<file path="config.mk">
export PLATFORM = sky130hd
export DESIGN_NAME = vflr_limit_bank
export DESIGN_NICKNAME = d
export VERILOG_FILES = /design/src/rtl/vflr_pkg.sv /design/src/rtl/vflr_limit_bank.sv
export SDC_FILE = /design/constraint.sdc
export NUM_CORES = 1
export LEC_CHECK = 0
export BUFFER_PORTS_ARGS = -buffer_cell sky130_fd_sc_hd__clkbuf_2
export CORE_ASPECT_RATIO = 1.25
export CORE_MARGIN = 1.5
export CORE_UTILIZATION = 55
export CTS_CLUSTER_DIAMETER = 40
export DETAILED_ROUTE_END_ITERATION = 7
export PLACE_DENSITY = 0.77
export SLEW_MARGIN = 20
export SYNTH_ARGS = -nofsm -noshare
export SYNTH_HDL_FRONTEND = slang
export SYNTH_SLANG_ARGS = --single-unit
</file>
<file path="constraint.sdc">
create_clock -name core_clk -period 11.6 [get_ports core_clk]
set_clock_uncertainty 0.2 [all_clocks]
set_input_delay 1.74 -clock core_clk [delete_from_list [all_inputs] [get_ports core_clk]]
set_output_delay 1.74 -clock core_clk [all_outputs]
set_load 0.03 [all_outputs]
</file>
<file path="src/rtl/vflr_pkg.sv">
/*
  vflr_pkg: command codes, field positions, reset values, state and
  carrier types for the output-voltage limit and fault-reaction block.
  Assumes a command-port front end that has already decoded the
  management-bus transaction into one code and one data word.
*/
package vflr_pkg;

  // command codes of the register bank
  localparam logic [7:0] CODE_CURRENT_READING_OFFSET = 8'h39;
  localparam logic [7:0] CODE_OV_FAULT_THRESHOLD = 8'h40;
  localparam logic [7:0] CODE_OV_FAULT_REACTION = 8'h41;
  localparam logic [7:0] CODE_OV_WARNING_THRESHOLD = 8'h42;
  localparam logic [7:0] CODE_UV_WARNING_THRESHOLD = 8'h43;
  // time-unit command lives outside this block; its tick arrives on a pin
  localparam logic [7:0] CODE_DELAY_TIME_UNIT = 8'hD2;

  // reaction byte fields
  localparam int RESP_HI = 7;
  localparam int RESP_LO = 6;
  localparam int RETRY_HI = 5;
  localparam int RETRY_LO = 3;
  localparam int DELAY_HI = 2;
  localparam int DELAY_LO = 0;

  // response codes
  localparam logic [1:0] RESP_IGNORE = 2'h0;
  localparam logic [1:0] RESP_DELAYED = 2'h1;
  localparam logic [1:0] RESP_SHUTDOWN = 2'h2;
  localparam logic [1:0] RESP_HOLD_OFF = 2'h3;
  localparam logic [2:0] RETRY_NONE = 3'h0;
  localparam logic [2:0] RETRY_FOREVER = 3'h7;

  // values after reset
  localparam logic [15:0] RST_CURRENT_OFFSET = 16'h0000;
  localparam logic [15:0] RST_OV_FAULT_THRESHOLD = 16'hFFFF;
  localparam logic [7:0] RST_OV_FAULT_REACTION = 8'h80;
  localparam logic [15:0] RST_OV_WARNING_THRESHOLD = 16'hFFFF;
  localparam logic [15:0] RST_UV_WARNING_THRESHOLD = 16'h0000;

  // status flag positions
  localparam int FLAG_OV_FAULT = 0;
  localparam int FLAG_OV_WARN = 1;
  localparam int FLAG_UV_WARN = 2;
  localparam int NUM_FLAGS = 3;

  typedef enum logic [2:0] {
    ST_RUN = 3'b000,
    ST_DELAY = 3'b001,
    ST_RETRY_WAIT = 3'b010,
    ST_LATCHED = 3'b011,
    ST_HOLD_OFF = 3'b100
  } vflr_state_e;

  typedef struct packed {
    logic valid;
    logic write;
    logic [7:0] code;
    logic [15:0] wdata;
  } vflr_cmd_s;

  typedef struct packed {
    logic ack;
    logic nak;
    logic [15:0] rdata;
  } vflr_rsp_s;

endpackage : vflr_pkg

</file>
<file path="src/rtl/vflr_limit_bank.sv">
/*
  vflr_limit_bank: current-reading offset, output-voltage limits and the
  over-voltage fault reaction engine, reached through a decoded command port.
  Assumes measurement words arrive synchronous to core_clk, in the same
  units as the limits, and that an external time-unit timer supplies one
  pulse per delay unit on delay_unit_tick.
*/
// Summary of operation
// reported output current equals raw reading plus the programmed offset
// over-voltage fault threshold held as 16-bit unsigned, exponent -11
// over-voltage warning threshold held as 16-bit unsigned, exponent -11
// under-voltage warning threshold held as 16-bit unsigned, exponent -11
// response code 00: keep converting, ignore the over-voltage fault
// code 01: run on for the delay, then act per retry field
// code 10: disable output at once, then follow retry field
// code 11: output off only while fault lasts, then resumes
// reaction bits 5:3 give number of restart attempts after shutdown
// retry value 000 allows no restart at all
// with no restart left, output stays off until fault is cleared
// retry value 111 restarts endlessly while the fault recurs
// bits 2:0 select delay of two to the field power units
// same delay serves run-on time and gap between restart attempts
// delay unit length comes from the separate time-unit command
// alert pin pulled for any unmasked latched fault or warning
// over-voltage above threshold, under-voltage below threshold
// each detection latched in a flag until the host clears it
`timescale 1ns/1ns
`default_nettype none

module vflr_limit_bank #(
  parameter int DATA_W = 16
) (
  input wire logic core_clk,
  input wire logic rst_n,
  input wire vflr_pkg::vflr_cmd_s cmd,
  output vflr_pkg::vflr_rsp_s rsp,
  input wire logic [DATA_W-1:0] vout_meas,
  input wire logic [DATA_W-1:0] output_current_raw,
  input wire logic delay_unit_tick,
  input wire logic [vflr_pkg::NUM_FLAGS-1:0] alert_mask,
  input wire logic [vflr_pkg::NUM_FLAGS-1:0] status_clear,
  output logic [DATA_W-1:0] output_current,
  output logic [vflr_pkg::NUM_FLAGS-1:0] status_flags,
  output logic output_enable,
  output logic shared_alert_output_o,
  output logic shared_alert_output_oe
);

  // delay of 2**field units; 128 still fits eight bits
  function automatic logic [7:0] delay_units(input logic [2:0] field);
    delay_units = 8'(9'h001 << field);
  endfunction : delay_units

  logic [1:0] rst_sync_reg;
  logic rst_int_n;
  logic [DATA_W-1:0] current_reading_offset_reg;
  logic [DATA_W-1:0] overvoltage_fault_threshold_reg;
  logic [7:0] overvoltage_fault_reaction_reg;
  logic [DATA_W-1:0] overvoltage_warning_threshold_reg;
  logic [DATA_W-1:0] undervoltage_warning_threshold_reg;
  logic [vflr_pkg::NUM_FLAGS-1:0] status_flags_reg;
  logic [vflr_pkg::NUM_FLAGS-1:0] detect;
  vflr_pkg::vflr_state_e state_reg;
  vflr_pkg::vflr_state_e state_next;
  logic [7:0] delay_cnt_reg;
  logic [2:0] retries_left_reg;
  logic [DATA_W-1:0] output_current_reg;
  logic output_enable_reg;
  logic alert_reg;
  vflr_pkg::vflr_rsp_s rsp_reg;
  logic wr_en;
  logic ov_fault;
  logic [1:0] resp_code;
  logic [2:0] retry_field;
  logic [2:0] delay_field;
  logic delay_expired;
  logic start_delay;
  logic restart_now;
  logic reload_retries;

  // reset released through two flops; assertion stays asynchronous
  always_ff @(posedge core_clk or negedge rst_n) begin
    if (!rst_n) begin
      rst_sync_reg <= 2'h0;
    end else begin
      rst_sync_reg <= {rst_sync_reg[0], 1'b1};
    end
  end
  assign rst_int_n = rst_sync_reg[1];

  assign wr_en = cmd.valid && cmd.write;
  assign resp_code = overvoltage_fault_reaction_reg[vflr_pkg::RESP_HI:vflr_pkg::RESP_LO];
  assign retry_field = overvoltage_fault_reaction_reg[vflr_pkg::RETRY_HI:vflr_pkg::RETRY_LO];
  assign delay_field = overvoltage_fault_reaction_reg[vflr_pkg::DELAY_HI:vflr_pkg::DELAY_LO];

  // command writes
  always_ff @(posedge core_clk or negedge rst_int_n) begin
    if (!rst_int_n) begin
      current_reading_offset_reg <= vflr_pkg::RST_CURRENT_OFFSET;
      overvoltage_fault_threshold_reg <= vflr_pkg::RST_OV_FAULT_THRESHOLD;
      overvoltage_fault_reaction_reg <= vflr_pkg::RST_OV_FAULT_REACTION;
      overvoltage_warning_threshold_reg <= vflr_pkg::RST_OV_WARNING_THRESHOLD;
      undervoltage_warning_threshold_reg <= vflr_pkg::RST_UV_WARNING_THRESHOLD;
    end else if (wr_en) begin
      unique case (cmd.code)
        vflr_pkg::CODE_CURRENT_READING_OFFSET: begin
          current_reading_offset_reg <= cmd.wdata;
        end
        vflr_pkg::CODE_OV_FAULT_THRESHOLD: begin
          overvoltage_fault_threshold_reg <= cmd.wdata;
        end
        vflr_pkg::CODE_OV_FAULT_REACTION: begin
          overvoltage_fault_reaction_reg <= cmd.wdata[7:0];
        end
        vflr_pkg::CODE_OV_WARNING_THRESHOLD: begin
          overvoltage_warning_threshold_reg <= cmd.wdata;
        end
        vflr_pkg::CODE_UV_WARNING_THRESHOLD: begin
          undervoltage_warning_threshold_reg <= cmd.wdata;
        end
        default: begin
        end
      endcase
    end
  end

  // command reads and refusals; answer one cycle after the request
  always_ff @(posedge core_clk or negedge rst_int_n) begin
    if (!rst_int_n) begin
      rsp_reg <= '0;
    end else begin
      rsp_reg.ack <= 1'b0;
      rsp_reg.nak <= 1'b0;
      if (cmd.valid) begin
        rsp_reg.ack <= 1'b1;
        unique case (cmd.code)
          vflr_pkg::CODE_CURRENT_READING_OFFSET: begin
            rsp_reg.rdata <= current_reading_offset_reg;
          end
          vflr_pkg::CODE_OV_FAULT_THRESHOLD: begin
            rsp_reg.rdata <= overvoltage_fault_threshold_reg;
          end
          vflr_pkg::CODE_OV_FAULT_REACTION: begin
            rsp_reg.rdata <= {8'h00, overvoltage_fault_reaction_reg};
          end
          vflr_pkg::CODE_OV_WARNING_THRESHOLD: begin
            rsp_reg.rdata <= overvoltage_warning_threshold_reg;
          end
          vflr_pkg::CODE_UV_WARNING_THRESHOLD: begin
            rsp_reg.rdata <= undervoltage_warning_threshold_reg;
          end
          default: begin
            rsp_reg.ack <= 1'b0;
            rsp_reg.nak <= 1'b1;
            rsp_reg.rdata <= 16'h0000;
          end
        endcase
      end
    end
  end
  assign rsp = rsp_reg;

  // plain two's complement add: offset and reading share one scale
  always_ff @(posedge core_clk or negedge rst_int_n) begin
    if (!rst_int_n) begin
      output_current_reg <= '0;
    end else begin
      output_current_reg <= output_current_raw + current_reading_offset_reg;
    end
  end
  assign output_current = output_current_reg;

  // limit comparison, strict in both directions
  assign ov_fault = vout_meas > overvoltage_fault_threshold_reg;
  assign detect[vflr_pkg::FLAG_OV_FAULT] = ov_fault;
  assign detect[vflr_pkg::FLAG_OV_WARN] = vout_meas > overvoltage_warning_threshold_reg;
  assign detect[vflr_pkg::FLAG_UV_WARN] = vout_meas < undervoltage_warning_threshold_reg;

  // a detection in the clearing cycle keeps its flag set
  always_ff @(posedge core_clk or negedge rst_int_n) begin
    if (!rst_int_n) begin
      status_flags_reg <= '0;
    end else begin
      status_flags_reg <= (status_flags_reg & ~status_clear) | detect;
    end
  end
  assign status_flags = status_flags_reg;

  // open-drain alert: enable high pulls the shared line low
  always_ff @(posedge core_clk or negedge rst_int_n) begin
    if (!rst_int_n) begin
      alert_reg <= 1'b0;
    end else begin
      alert_reg <= |(status_flags_reg & ~alert_mask);
    end
  end
  assign shared_alert_output_oe = alert_reg;
  assign shared_alert_output_o = 1'b0;

  // delay counter: loaded with 2**field, one count per external unit tick
  assign delay_expired = delay_unit_tick && (delay_cnt_reg == 8'h01);
  assign start_delay = (state_next != state_reg)
                       && ((state_next == vflr_pkg::ST_DELAY)
                           || (state_next == vflr_pkg::ST_RETRY_WAIT));

  always_ff @(posedge core_clk or negedge rst_int_n) begin
    if (!rst_int_n) begin
      delay_cnt_reg <= 8'h00;
    end else if (start_delay) begin
      delay_cnt_reg <= delay_units(delay_field);
    end else if (delay_unit_tick && (delay_cnt_reg != 8'h00)) begin
      delay_cnt_reg <= delay_cnt_reg - 8'h01;
    end
  end

  // fault episode ends when the host clears the latched fault flag while the over-voltage is gone
  assign reload_retries = status_clear[vflr_pkg::FLAG_OV_FAULT] && !ov_fault;
  assign restart_now = (state_reg == vflr_pkg::ST_RETRY_WAIT) && delay_expired;

  always_ff @(posedge core_clk or negedge rst_int_n) begin
    if (!rst_int_n) begin
      retries_left_reg <= 3'h0;
    end else if (wr_en && (cmd.code == vflr_pkg::CODE_OV_FAULT_REACTION)) begin
      // a new reaction byte brings its own retry budget
      retries_left_reg <= cmd.wdata[vflr_pkg::RETRY_HI:vflr_pkg::RETRY_LO];
    end else if (reload_retries || (state_reg == vflr_pkg::ST_LATCHED && state_next
                                    == vflr_pkg::ST_RUN)) begin
      retries_left_reg <= retry_field;
    end else if (restart_now && (retry_field != vflr_pkg::RETRY_FOREVER)
                 && (retries_left_reg != 3'h0)) begin
      // a budget cut by a rewrite during a wait must not wrap to seven
      retries_left_reg <= retries_left_reg - 3'h1;
    end
  end

  // shutdown outcome shared by codes 01 and 10
  function automatic vflr_pkg::vflr_state_e after_shutdown(input logic [2:0] retries);
    if (retry_field == vflr_pkg::RETRY_FOREVER) begin
      after_shutdown = vflr_pkg::ST_RETRY_WAIT;
    end else if (retries == vflr_pkg::RETRY_NONE) begin
      after_shutdown = vflr_pkg::ST_LATCHED;
    end else begin
      after_shutdown = vflr_pkg::ST_RETRY_WAIT;
    end
  endfunction : after_shutdown

  always_comb begin
    state_next = state_reg;
    unique case (state_reg)
      vflr_pkg::ST_RUN: begin
        if (ov_fault) begin
          unique case (resp_code)
            vflr_pkg::RESP_IGNORE: state_next = vflr_pkg::ST_RUN;
            vflr_pkg::RESP_DELAYED: state_next = vflr_pkg::ST_DELAY;
            vflr_pkg::RESP_SHUTDOWN: state_next = after_shutdown(retries_left_reg);
            vflr_pkg::RESP_HOLD_OFF: state_next = vflr_pkg::ST_HOLD_OFF;
          endcase
        end
      end
      vflr_pkg::ST_DELAY: begin
        // output stays on while the run-on time elapses
        if (!ov_fault) begin
          state_next = vflr_pkg::ST_RUN;
        end else if (delay_expired) begin
          state_next = after_shutdown(retries_left_reg);
        end
      end
      vflr_pkg::ST_RETRY_WAIT: begin
        if (delay_expired) begin
          state_next = vflr_pkg::ST_RUN;
        end
      end
      vflr_pkg::ST_LATCHED: begin
        // only a host clear with the condition gone lets it restart
        if (reload_retries) begin
          state_next = vflr_pkg::ST_RUN;
        end
      end
      vflr_pkg::ST_HOLD_OFF: begin
        if (!ov_fault) begin
          state_next = vflr_pkg::ST_RUN;
        end
      end
      default: begin
        state_next = vflr_pkg::ST_LATCHED;
      end
    endcase
  end

  always_ff @(posedge core_clk or negedge rst_int_n) begin
    if (!rst_int_n) begin
      state_reg <= vflr_pkg::ST_RUN;
    end else begin
      state_reg <= state_next;
    end
  end

  // output enable follows the next state so shutdown lands with the fault edge
  always_ff @(posedge core_clk or negedge rst_int_n) begin
    if (!rst_int_n) begin
      output_enable_reg <= 1'b1;
    end else begin
      output_enable_reg <= (state_next == vflr_pkg::ST_RUN)
                           || (state_next == vflr_pkg::ST_DELAY);
    end
  end
  assign output_enable = output_enable_reg;

endmodule : vflr_limit_bank

`default_nettype wire

</file>
# --- Yosys cells after proc, flatten, opt, wreduce, memory -nomap -nowiden ---
# Index checks and enable logic that the tools add are counted.
# W data, S select, Z words.
classes:
  bitwise: 5
  n_addsub: 3
  shifts: 1
  n_eq_ne: 18
  n_reduce_logical: 29
  order_cmp: 3
  muxes: 18
  n_mul: 0
  div: 0
ops:
  columns: ["cell", "n"]
  rows:
  - ["$pmux W16 S5", 1]
  - ["$eq A8 B7 Y1 const B", 4]
  - ["$gt A16 B16 Y1", 2]
  - ["$mux W3", 9]
  - ["$mux W18", 1]
  - ["$add A16 B16 Y16", 1]
  - ["$lt A16 B16 Y1", 1]
  - ["$mux W8", 2]
  - ["$pmux W3 S5", 1]
  - ["$pmux W3 S4", 1]
  - ["$logic_and A1 B1 Y1", 10]
  - ["$reduce_and A2 Y1", 5]
  - ["$eq A3 B2 Y1 const B", 3]
  - ["$logic_not A3 Y1", 3]
  - ["$eq A8 B1 Y1 const B", 1]
  - ["$eq A8 B6 Y1 const B", 1]
  - ["$reduce_bool A8 Y1", 1]
  - ["$shl A1 B3 Y8 const A", 1]
  - ["$sub A8 B1 Y8 const B", 1]
  - ["$and A3 B3 Y3", 2]
  - ["$eq A3 B1 Y1 const B", 2]
  - ["$eq A3 B3 Y1 const B", 2]
  - ["$not A3 Y3", 2]
  - ["$reduce_bool A3 Y1", 2]
  - ["other kinds (14)", 18]
word_totals:
  romBits: 0
  mem_count: 0
  ram_bits: 0
  word_cells: 93
  register_bits: 127
  latch_bits: 0
  input_bits: 67

# --- Depth between registers and ports, before layout ---
# Gate-level depths: netlist (run 1).
logic_depth:
  depth_word: 11
  ltp_mapped: 9
  mapped_depth_nobuf: 9

# --- Worst setup path after synthesis (run 1) ---
# No wires, ideal clock.
synth_timing:
  path_kind: "in2reg"
  startpoint: "input port vout_meas[13]"
  endpoint: "register retries_left_reg[0]"
  required_time_ns: 11.277
  setup_slack_ns: 7.767
  setup_time_ns: 0.123
  arrival_time_ns: 3.510
  path_stages: 8
  cell_sequence: "ha_1 a21o_1 a21o_1 a2111oi_2 a31oi_4 buf_2 nand3b_4 o221a_1"
synth_via:
  elab_chain_len: 10
synth_lines:
  columns: ["element", "line", "source"]
  rows:
  - ["start: declaration", "vflr_limit_bank.sv:37", "input wire logic [DATA_W-1:0] vout_meas,"]
  - ["$gt A16 B16 Y1 (*)", "vflr_limit_bank.sv:174", "assign ov_fault = vout_meas > overvoltage_fault_threshold_reg;"]
  - ["$logic_not A1 Y1", null, null]
  - ["$logic_and A1 B1 Y1", "vflr_limit_bank.sv:217", "assign reload_retries = status_clear[vflr_pkg::FLAG_OV_FAULT] && !ov_fault;"]
  - ["$mux W3", "vflr_limit_bank.sv:275", "if (reload_retries) begin"]
  - ["$pmux W3 S5", "vflr_limit_bank.sv:249", "unique case (state_reg)"]
  - ["$logic_not A3 Y1", "vflr_limit_bank.sv:226", "end else if (reload_retries || (state_reg == vflr_pkg::ST_LATCHED && state_next"]
  - ["$logic_and A1 B1 Y1", "vflr_limit_bank.sv:226", null]
  - ["$logic_or A1 B1 Y1 (*)", "vflr_limit_bank.sv:226", null]
  - ["$mux W3", "vflr_limit_bank.sv:226", null]
  - ["$mux W3", "vflr_limit_bank.sv:223", "end else if (wr_en && (cmd.code == vflr_pkg::CODE_OV_FAULT_REACTION)) begin"]
  - ["end signal: assignment", "vflr_limit_bank.sv:225", "retries_left_reg <= cmd.wdata[vflr_pkg::RETRY_HI:vflr_pkg::RETRY_LO];"]
  - ["end signal: assignment", "vflr_limit_bank.sv:228", "retries_left_reg <= retry_field;"]
  - ["end signal: assignment", "vflr_limit_bank.sv:232", "retries_left_reg <= retries_left_reg - 3'h1;"]
  - ["end: declaration", "vflr_limit_bank.sv:66", "logic [2:0] retries_left_reg;"]
# Every way passes the cells marked *; elsewhere a longest branch is shown, timed or not.
# A chain may end at the register's enable or synchronous reset.

# --- Worst setup path after layout (run 1) ---
layout_timing:
  startpoint: "input port cmd[16] (netlist name)"
  endpoint: "register current_reading_offset_reg[7]"
layout_via:
  elab_chain_len: 2
layout_lines:
  columns: ["element", "line", "source"]
  rows:
  - ["start: declaration", "vflr_limit_bank.sv:35", "input wire vflr_pkg::vflr_cmd_s cmd,"]
  - ["$eq A8 B6 Y1", "vflr_limit_bank.sv:105", "unique case (cmd.code)"]
  - ["$reduce_and A2 Y1 (no line)", null, null]
  - ["end signal: assignment", "vflr_limit_bank.sv:99", "current_reading_offset_reg <= vflr_pkg::RST_CURRENT_OFFSET;"]
  - ["end signal: assignment", "vflr_limit_bank.sv:107", "current_reading_offset_reg <= cmd.wdata;"]
  - ["end: declaration", "vflr_limit_bank.sv:56", "logic [DATA_W-1:0] current_reading_offset_reg;"]
# No other way between the ends.

==> results of run 1 <==
[power by group]
group / internal [mW] / switching, mW
combinational: 0.0871 / 0.123
sequential: 0.483 / 0.0409
clock: 0.290 / 0.199
[critical path: stages]
cell and delay (ns):
clkbuf_2 0.33, nor2b_1 0.26, nand2_1 0.09, nor2_2 0.59, and3_1 0.80, mux2_1 0.39
[per-layer routing]
metal	routed length, microns	share of wire
met1	7890	0.43
met2	9150	0.50
met3	901	0.049
met4	408	0.022
met5	0	0
[cell type report]
| type | count | area share |
|---|---|---|
| multi-input cells | 473 | 0.446 |
| repair buffers | 106 | 0.0613 |
| flip-flops and latches | 127 | 0.371 |
| inverters | 78 | 0.0337 |
| clock buffers | 20 | 0.0537 |
| clock inverters | 12 | 0.00994 |
| well taps | 171 | 0.0246 |
[final timing paths]
check                                                endpoint                                start  slack, ns
worst min register to register            retries_left_reg[0]                      rst_sync_reg[1]       0.15
max in group asynchronous                   output_current[5]                      rst_sync_reg[1]       9.65
worst min-delay path                      retries_left_reg[0]                      rst_sync_reg[1]       0.15
min in group core_clk                         rst_sync_reg[1]                      rst_sync_reg[0]       0.15
worst max register to register               delay_cnt_reg[0]  overvoltage_fault_threshold_reg[15]       8.43
worst max-delay path            current_reading_offset_reg[7]                              cmd[16]       7.49
[cell families (layout without fill, tap and decap cells)]
family | after synthesis | count (layout) | synth area share
other | 2 | 2 | 0.00100
and+or+nand+nor | 148 | 148 | 0.105
buffers and inverters | 104 | 216 | 0.0544
adders and majority gates | 67 | 67 | 0.113
DFF | 127 | 127 | 0.430
AOI/OAI and AO/OA | 161 | 161 | 0.155
muxes | 77 | 77 | 0.121
xor gates and xnor gates | 18 | 18 | 0.0210
[placed cells by master, fill, tap and decap left out, drive strengths merged, types with 12 or more instances in the layout]
cell type / netlist / routed
a21o: 17 / 17
inv: 78 / 80
dfrtp: 93 / 93
dfstp: 34 / 34
nand2: 40 / 40
ha: 66 / 66
a21oi: 30 / 30
o22ai: 12 / 12
xnor2: 12 / 12
nor2: 29 / 29
clkbuf: 14 / 125
mux2: 61 / 61
o21ai: 35 / 35
nor3: 14 / 14
[per-stage QoR]
step | cell area (sq um) | util
detailed placement | 8130 | 0.612
global route | 8690 | 0.654
CTS | 8690 | 0.654
floorplan | 7500 | -
global placement | 8130 | 0.612
finish | 8690 | 0.654
==> impl_metrics.env, run 1 <==
export IMPL_status="finished, final reports clean"
export IMPL_cts_clk_slew_worst_paths_ns=0.06
export IMPL_tightest_slew_ns=0.960
export IMPL_powerDensity_nw_per_um2=141
export IMPL_tns_ns=0
export IMPL_vias=5889
export IMPL_boundaryPins=107
export IMPL_syn_avg_cell_area_sq_um=10.7
export IMPL_htreeDepth=4
export IMPL_maxSlewHeadroom=0.360
export IMPL_drc=0
export IMPL_met1_usage=0.359
export IMPL_die_w_microns=107
export IMPL_synth_ff_latch_count=127
export IMPL_antennaDiodeCount=0
export IMPL_grt_pass1_vias=5943
export IMPL_cts_setup_buffers=0
export IMPL_worstSetupEndpointType="flip-flop"
export IMPL_tritoncts="done"
export IMPL_synthArstFlopShare=1.00
export IMPL_rsz0062_at_grt="false"
export IMPL_yosys_cell_count_top_type="dfrtp_1"
export IMPL_yosysWarnings=0
export IMPL_grtUsageMet3=0.0421
export IMPL_stdcell_count=987
export IMPL_wl_per_cell_microns=18.6
export IMPL_grt_pass1_wl_microns=30400
export IMPL_clock_path_buffers=2
export IMPL_cp_max_fo=19
export IMPL_viasPerCell=5.97
export IMPL_cp_data_required_time_ns=11.69
export IMPL_initial_core_util=0.564
export IMPL_die_h_microns=134
export IMPL_cts_buffers=17
export IMPL_crit_arrival_ns=4.20
export IMPL_synth_commonest_cells="dfrtp_1 (93), inv_1 (78), ha_1 (66), mux2_1 (40), nand2_1 (40)"
export IMPL_grt_max_degree=79
export IMPL_cp_start_kind="input port"
export IMPL_maxSlewViolCount=0
export IMPL_place_congestion=0.914
export IMPL_cts_resized=0
export IMPL_largest_register_ffs=18
export IMPL_fp_dieArea_sq_um=14300
export IMPL_drtAntennaViolNets=0
export IMPL_cap_viol_max_count=0
export IMPL_holdWs_ns=0.147
export IMPL_finalHoldViolations=0
export IMPL_total_power_mw=1.22
export IMPL_multiInputGateArea_sq_um=3870
export IMPL_leakagePower_nw=4.20
export IMPL_cts_sinks=127
export IMPL_setup_worst_path_class="input port to flip-flop"
export IMPL_drive_above_1_share=0.257
export IMPL_antenna_found_initial=0
export IMPL_io_buffers=105
export IMPL_num_fill_cells=1051
export IMPL_synthToLayoutAreaGrowth_pct=15.9
export IMPL_placed_cells=955
export IMPL_pre_cts_slack_ns=7.06
export IMPL_postRouteWirelength_microns=18300
export IMPL_fmax_ghz=0.243
export IMPL_finalCriticalPeriod_ns=4.11
export IMPL_dp_hpwl_microns=13900
export IMPL_ys_flop_type="dfrtp_1"
export IMPL_syn_nets=838
export IMPL_rows=47
export IMPL_ir_drop_v=0.0000853
export IMPL_synth_top_cell_area_share=0.310
export IMPL_synth_seq_area_share=0.430
export IMPL_regArea_sq_um=3220
export IMPL_postSynthCellCount=704
export IMPL_postLayoutSetupSlackWorst_ns=7.49
export IMPL_first_iter_violations=370
export IMPL_coreArea_sq_um=13300
export IMPL_drt_pass1_iter_count=5
export IMPL_use_met2=0.454
export IMPL_synth_area_sq_um=7500
export IMPL_finalCritPeriodShare=0.354
export IMPL_cts_root_buffer="clkbuf_16"
export IMPL_grt_usage=0.272
export IMPL_rr_worst_depth=8
export IMPL_postCtsHoldBufs=0
export IMPL_synth_top_area_cell="dfrtp_1"
export IMPL_synth_area_top_cells="dfrtp_1 (31%), dfstp_2 (12%), ha_1 (11%)"
export IMPL_overflow=0
export IMPL_hold_class="flip-flop to asynchronous set/reset pin"
export IMPL_synth_edf_count=0
export IMPL_synth_cell_types=75
export IMPL_busiest_layer="met2"
export IMPL_setup_violations=0
export IMPL_nets=937
export IMPL_clk_latency_ns=0.41
(Power assumes the default switching activity.)
==> inputs of run 2 (changes only) <==
==> constraint.sdc (replaced) <==
create_clock -name core_clk -period 3.95 [get_ports core_clk]
set_clock_uncertainty 0.2 [all_clocks]
set_input_delay 0.5925 -clock core_clk [delete_from_list [all_inputs] [get_ports core_clk]]
set_output_delay 0.5925 -clock core_clk [all_outputs]
set_load 0.03 [all_outputs]
==> run 2 against run 1 <==
Via count rose by 1.5%. Worst hold slack better by 0.0080 ns. Utilization rose by 1.1 points. Die area unchanged. Sequential power grew to 2.9 times the previous value.
==> impl_metrics.env, run 2 (synthesized netlist as in run 1, its figures left out) <==
export IMPL_status="finished, final reports clean"
export IMPL_grt_usage=0.277
export IMPL_path_buf_inv=1
export IMPL_rows=47
export IMPL_grt_max_degree=72
export IMPL_cts_clk_slew_worst_paths_ns=0.05
export IMPL_setup_worst_path_class="flip-flop to flip-flop"
export IMPL_crit_arrival_ns=3.20
export IMPL_vias=5979
export IMPL_boundaryPins=107
export IMPL_htreeDepth=4
export IMPL_drc=0
export IMPL_postRouteWirelength_microns=18800
export IMPL_first_iter_violations=346
export IMPL_tns_ns=0
export IMPL_ir_drop_v=0.000287
export IMPL_cpPeakStageDelay_ns=0.53
export IMPL_worstSetupEndpointType="flip-flop"
export IMPL_cp_top_family="compound AO/OA/AOI/OAI gates"
export IMPL_maxSlewViolCount=0
export IMPL_cts_sinks=127
export IMPL_cp_max_fo=11
export IMPL_powerDensity_nw_per_um2=431
export IMPL_antennaDiodeCount=0
export IMPL_largest_register_ffs=18
export IMPL_initial_core_util=0.564
export IMPL_maxSlewHeadroom=0.388
export IMPL_grt_pass1_vias=6205
export IMPL_die_w_microns=107
export IMPL_finalCriticalPeriod_ns=3.10
export IMPL_drive_above_1_share=0.256
export IMPL_wl_per_cell_microns=18.9
export IMPL_postCtsHoldBufs=1
export IMPL_tightest_slew_ns=0.918
export IMPL_leakagePower_nw=4.29
export IMPL_fp_dieArea_sq_um=14300
export IMPL_viasPerCell=6.01
export IMPL_slowest_stage="dfstp_2"
export IMPL_rsz0062_at_grt="false"
export IMPL_finalHoldViolations=0
export IMPL_drt_pass1_iter_count=6
export IMPL_cts_resized=0
export IMPL_io_buffers=105
export IMPL_drtAntennaViolNets=0
export IMPL_finalInstanceArea_sq_um=8830
export IMPL_dpl_cell_area_sq_um=8200
export IMPL_cts_setup_buffers=0
export IMPL_die_h_microns=134
export IMPL_place_congestion=0.899
export IMPL_cts_buffers=17
export IMPL_clock_path_buffers=2
export IMPL_setup_violations=0
export IMPL_antenna_found_initial=0
export IMPL_cp_start_kind="flip-flop"
export IMPL_clk_latency_ns=0.41
export IMPL_path_cells="inv_1 -> ha_1 -> nand4_1 -> nor4_1 -> a21bo_2 -> a31oi_4 -> o2111ai_4 -> mux2_2"
export IMPL_finalCritPeriodShare=0.785
export IMPL_cp_data_required_time_ns=4.05
export IMPL_final_cell_mix="clkbuf_2 (105), dfrtp_1 (92), inv_1 (78)"
export IMPL_fmax_ghz=0.322
export IMPL_synthToLayoutAreaGrowth_pct=17.8
export IMPL_final_common_cell="clkbuf_2"
export IMPL_cts_root_buffer="clkbuf_16"
export IMPL_overflow=0
export IMPL_dp_hpwl_microns=14000
export IMPL_tritoncts="done"
export IMPL_nets=945
export IMPL_hold_class="flip-flop to flip-flop"
export IMPL_coreArea_sq_um=13300
export IMPL_cap_viol_max_count=0
export IMPL_grt_pass1_wl_microns=30900
run 2: cell count changes in the layout (fill, tap and decap cells not counted):
| cell | before | now |
|---|---|---|
| clkinvlp_4 | 6 | 0 |
| and3_1 | 1 | 2 |
| buf_12 | 0 | 1 |
| dlygate4sd3_1 | 0 | 1 |
| and3_2 | 1 | 0 |
| clkbuf_1 | 0 | 5 |
| buf_4 | 1 | 7 |
| inv_6 | 2 | 0 |
| bufinv_16 | 0 | 4 |
| clkinv_4 | 1 | 0 |
run 2: final timing paths:
path / from / end / slack [ns] / cells after the start
min in group asynchronous: rst_sync_reg[1] / status_flags[0] / 0.25 / 0
min reg2reg: rst_sync_reg[0] / rst_sync_reg[1] / 0.16 / 0
max: overvoltage_fault_threshold_reg[15] / delay_cnt_reg[0] / 0.85 / 8
min: rst_sync_reg[0] / rst_sync_reg[1] / 0.16 / 0
max in group asynchronous: rst_sync_reg[1] / overvoltage_fault_threshold_reg[0] / 2.40 / 1
max reg2reg: overvoltage_fault_threshold_reg[15] / delay_cnt_reg[0] / 0.85 / 8
run 2: metrics by stage:
step | setup slack [ns] | utilization | hold WS (ns) | power (mW) | std cells
after global routing | 0.598 | 0.664 | 0.171 | 3.97 | 995
after CTS | 0.824 | 0.664 | 0.160 | 3.82 | 995
after floorplan | 0.00918 | - | 0.0969 | 1.97 | 704
after global placement | 0.758 | 0.617 | 0.138 | 2.13 | 962
final | 0.847 | 0.664 | 0.155 | 3.81 | 995
after detailed placement | 0.691 | 0.617 | 0.148 | 2.17 | 962
run 2: per-layer routing:
metal | up-vias | track usage | routed length [microns]
li1 | 2784 | - | -
met4 | 0 | 0.109 | 495
met5 | - | 0 | 0
met3 | 37 | 0.0514 | 1040
met2 | 234 | 0.465 | 9370
met1 | 2924 | 0.354 | 7900
run 2: power by group:
part	switching, mW	total [mW]	leakage, nW	internal (mW)
clock network	0.544	1.65	0.305	1.10
logic	0.360	0.619	2.42	0.259
registers	0.121	1.54	1.56	1.42
total	1.02	3.81	4.29	2.78
run 2: area by class of cell:
class | count | area [sq um]
Clock inverter | 7 | 135
Inverter | 78 | 293
Fill cell | 1058 | 4460
Tap cell | 171 | 214
Sequential cell | 127 | 3220
Clock buffer | 25 | 485
Timing Repair Buffer | 114 | 608
Multi-Input combinational cell | 473 | 3870
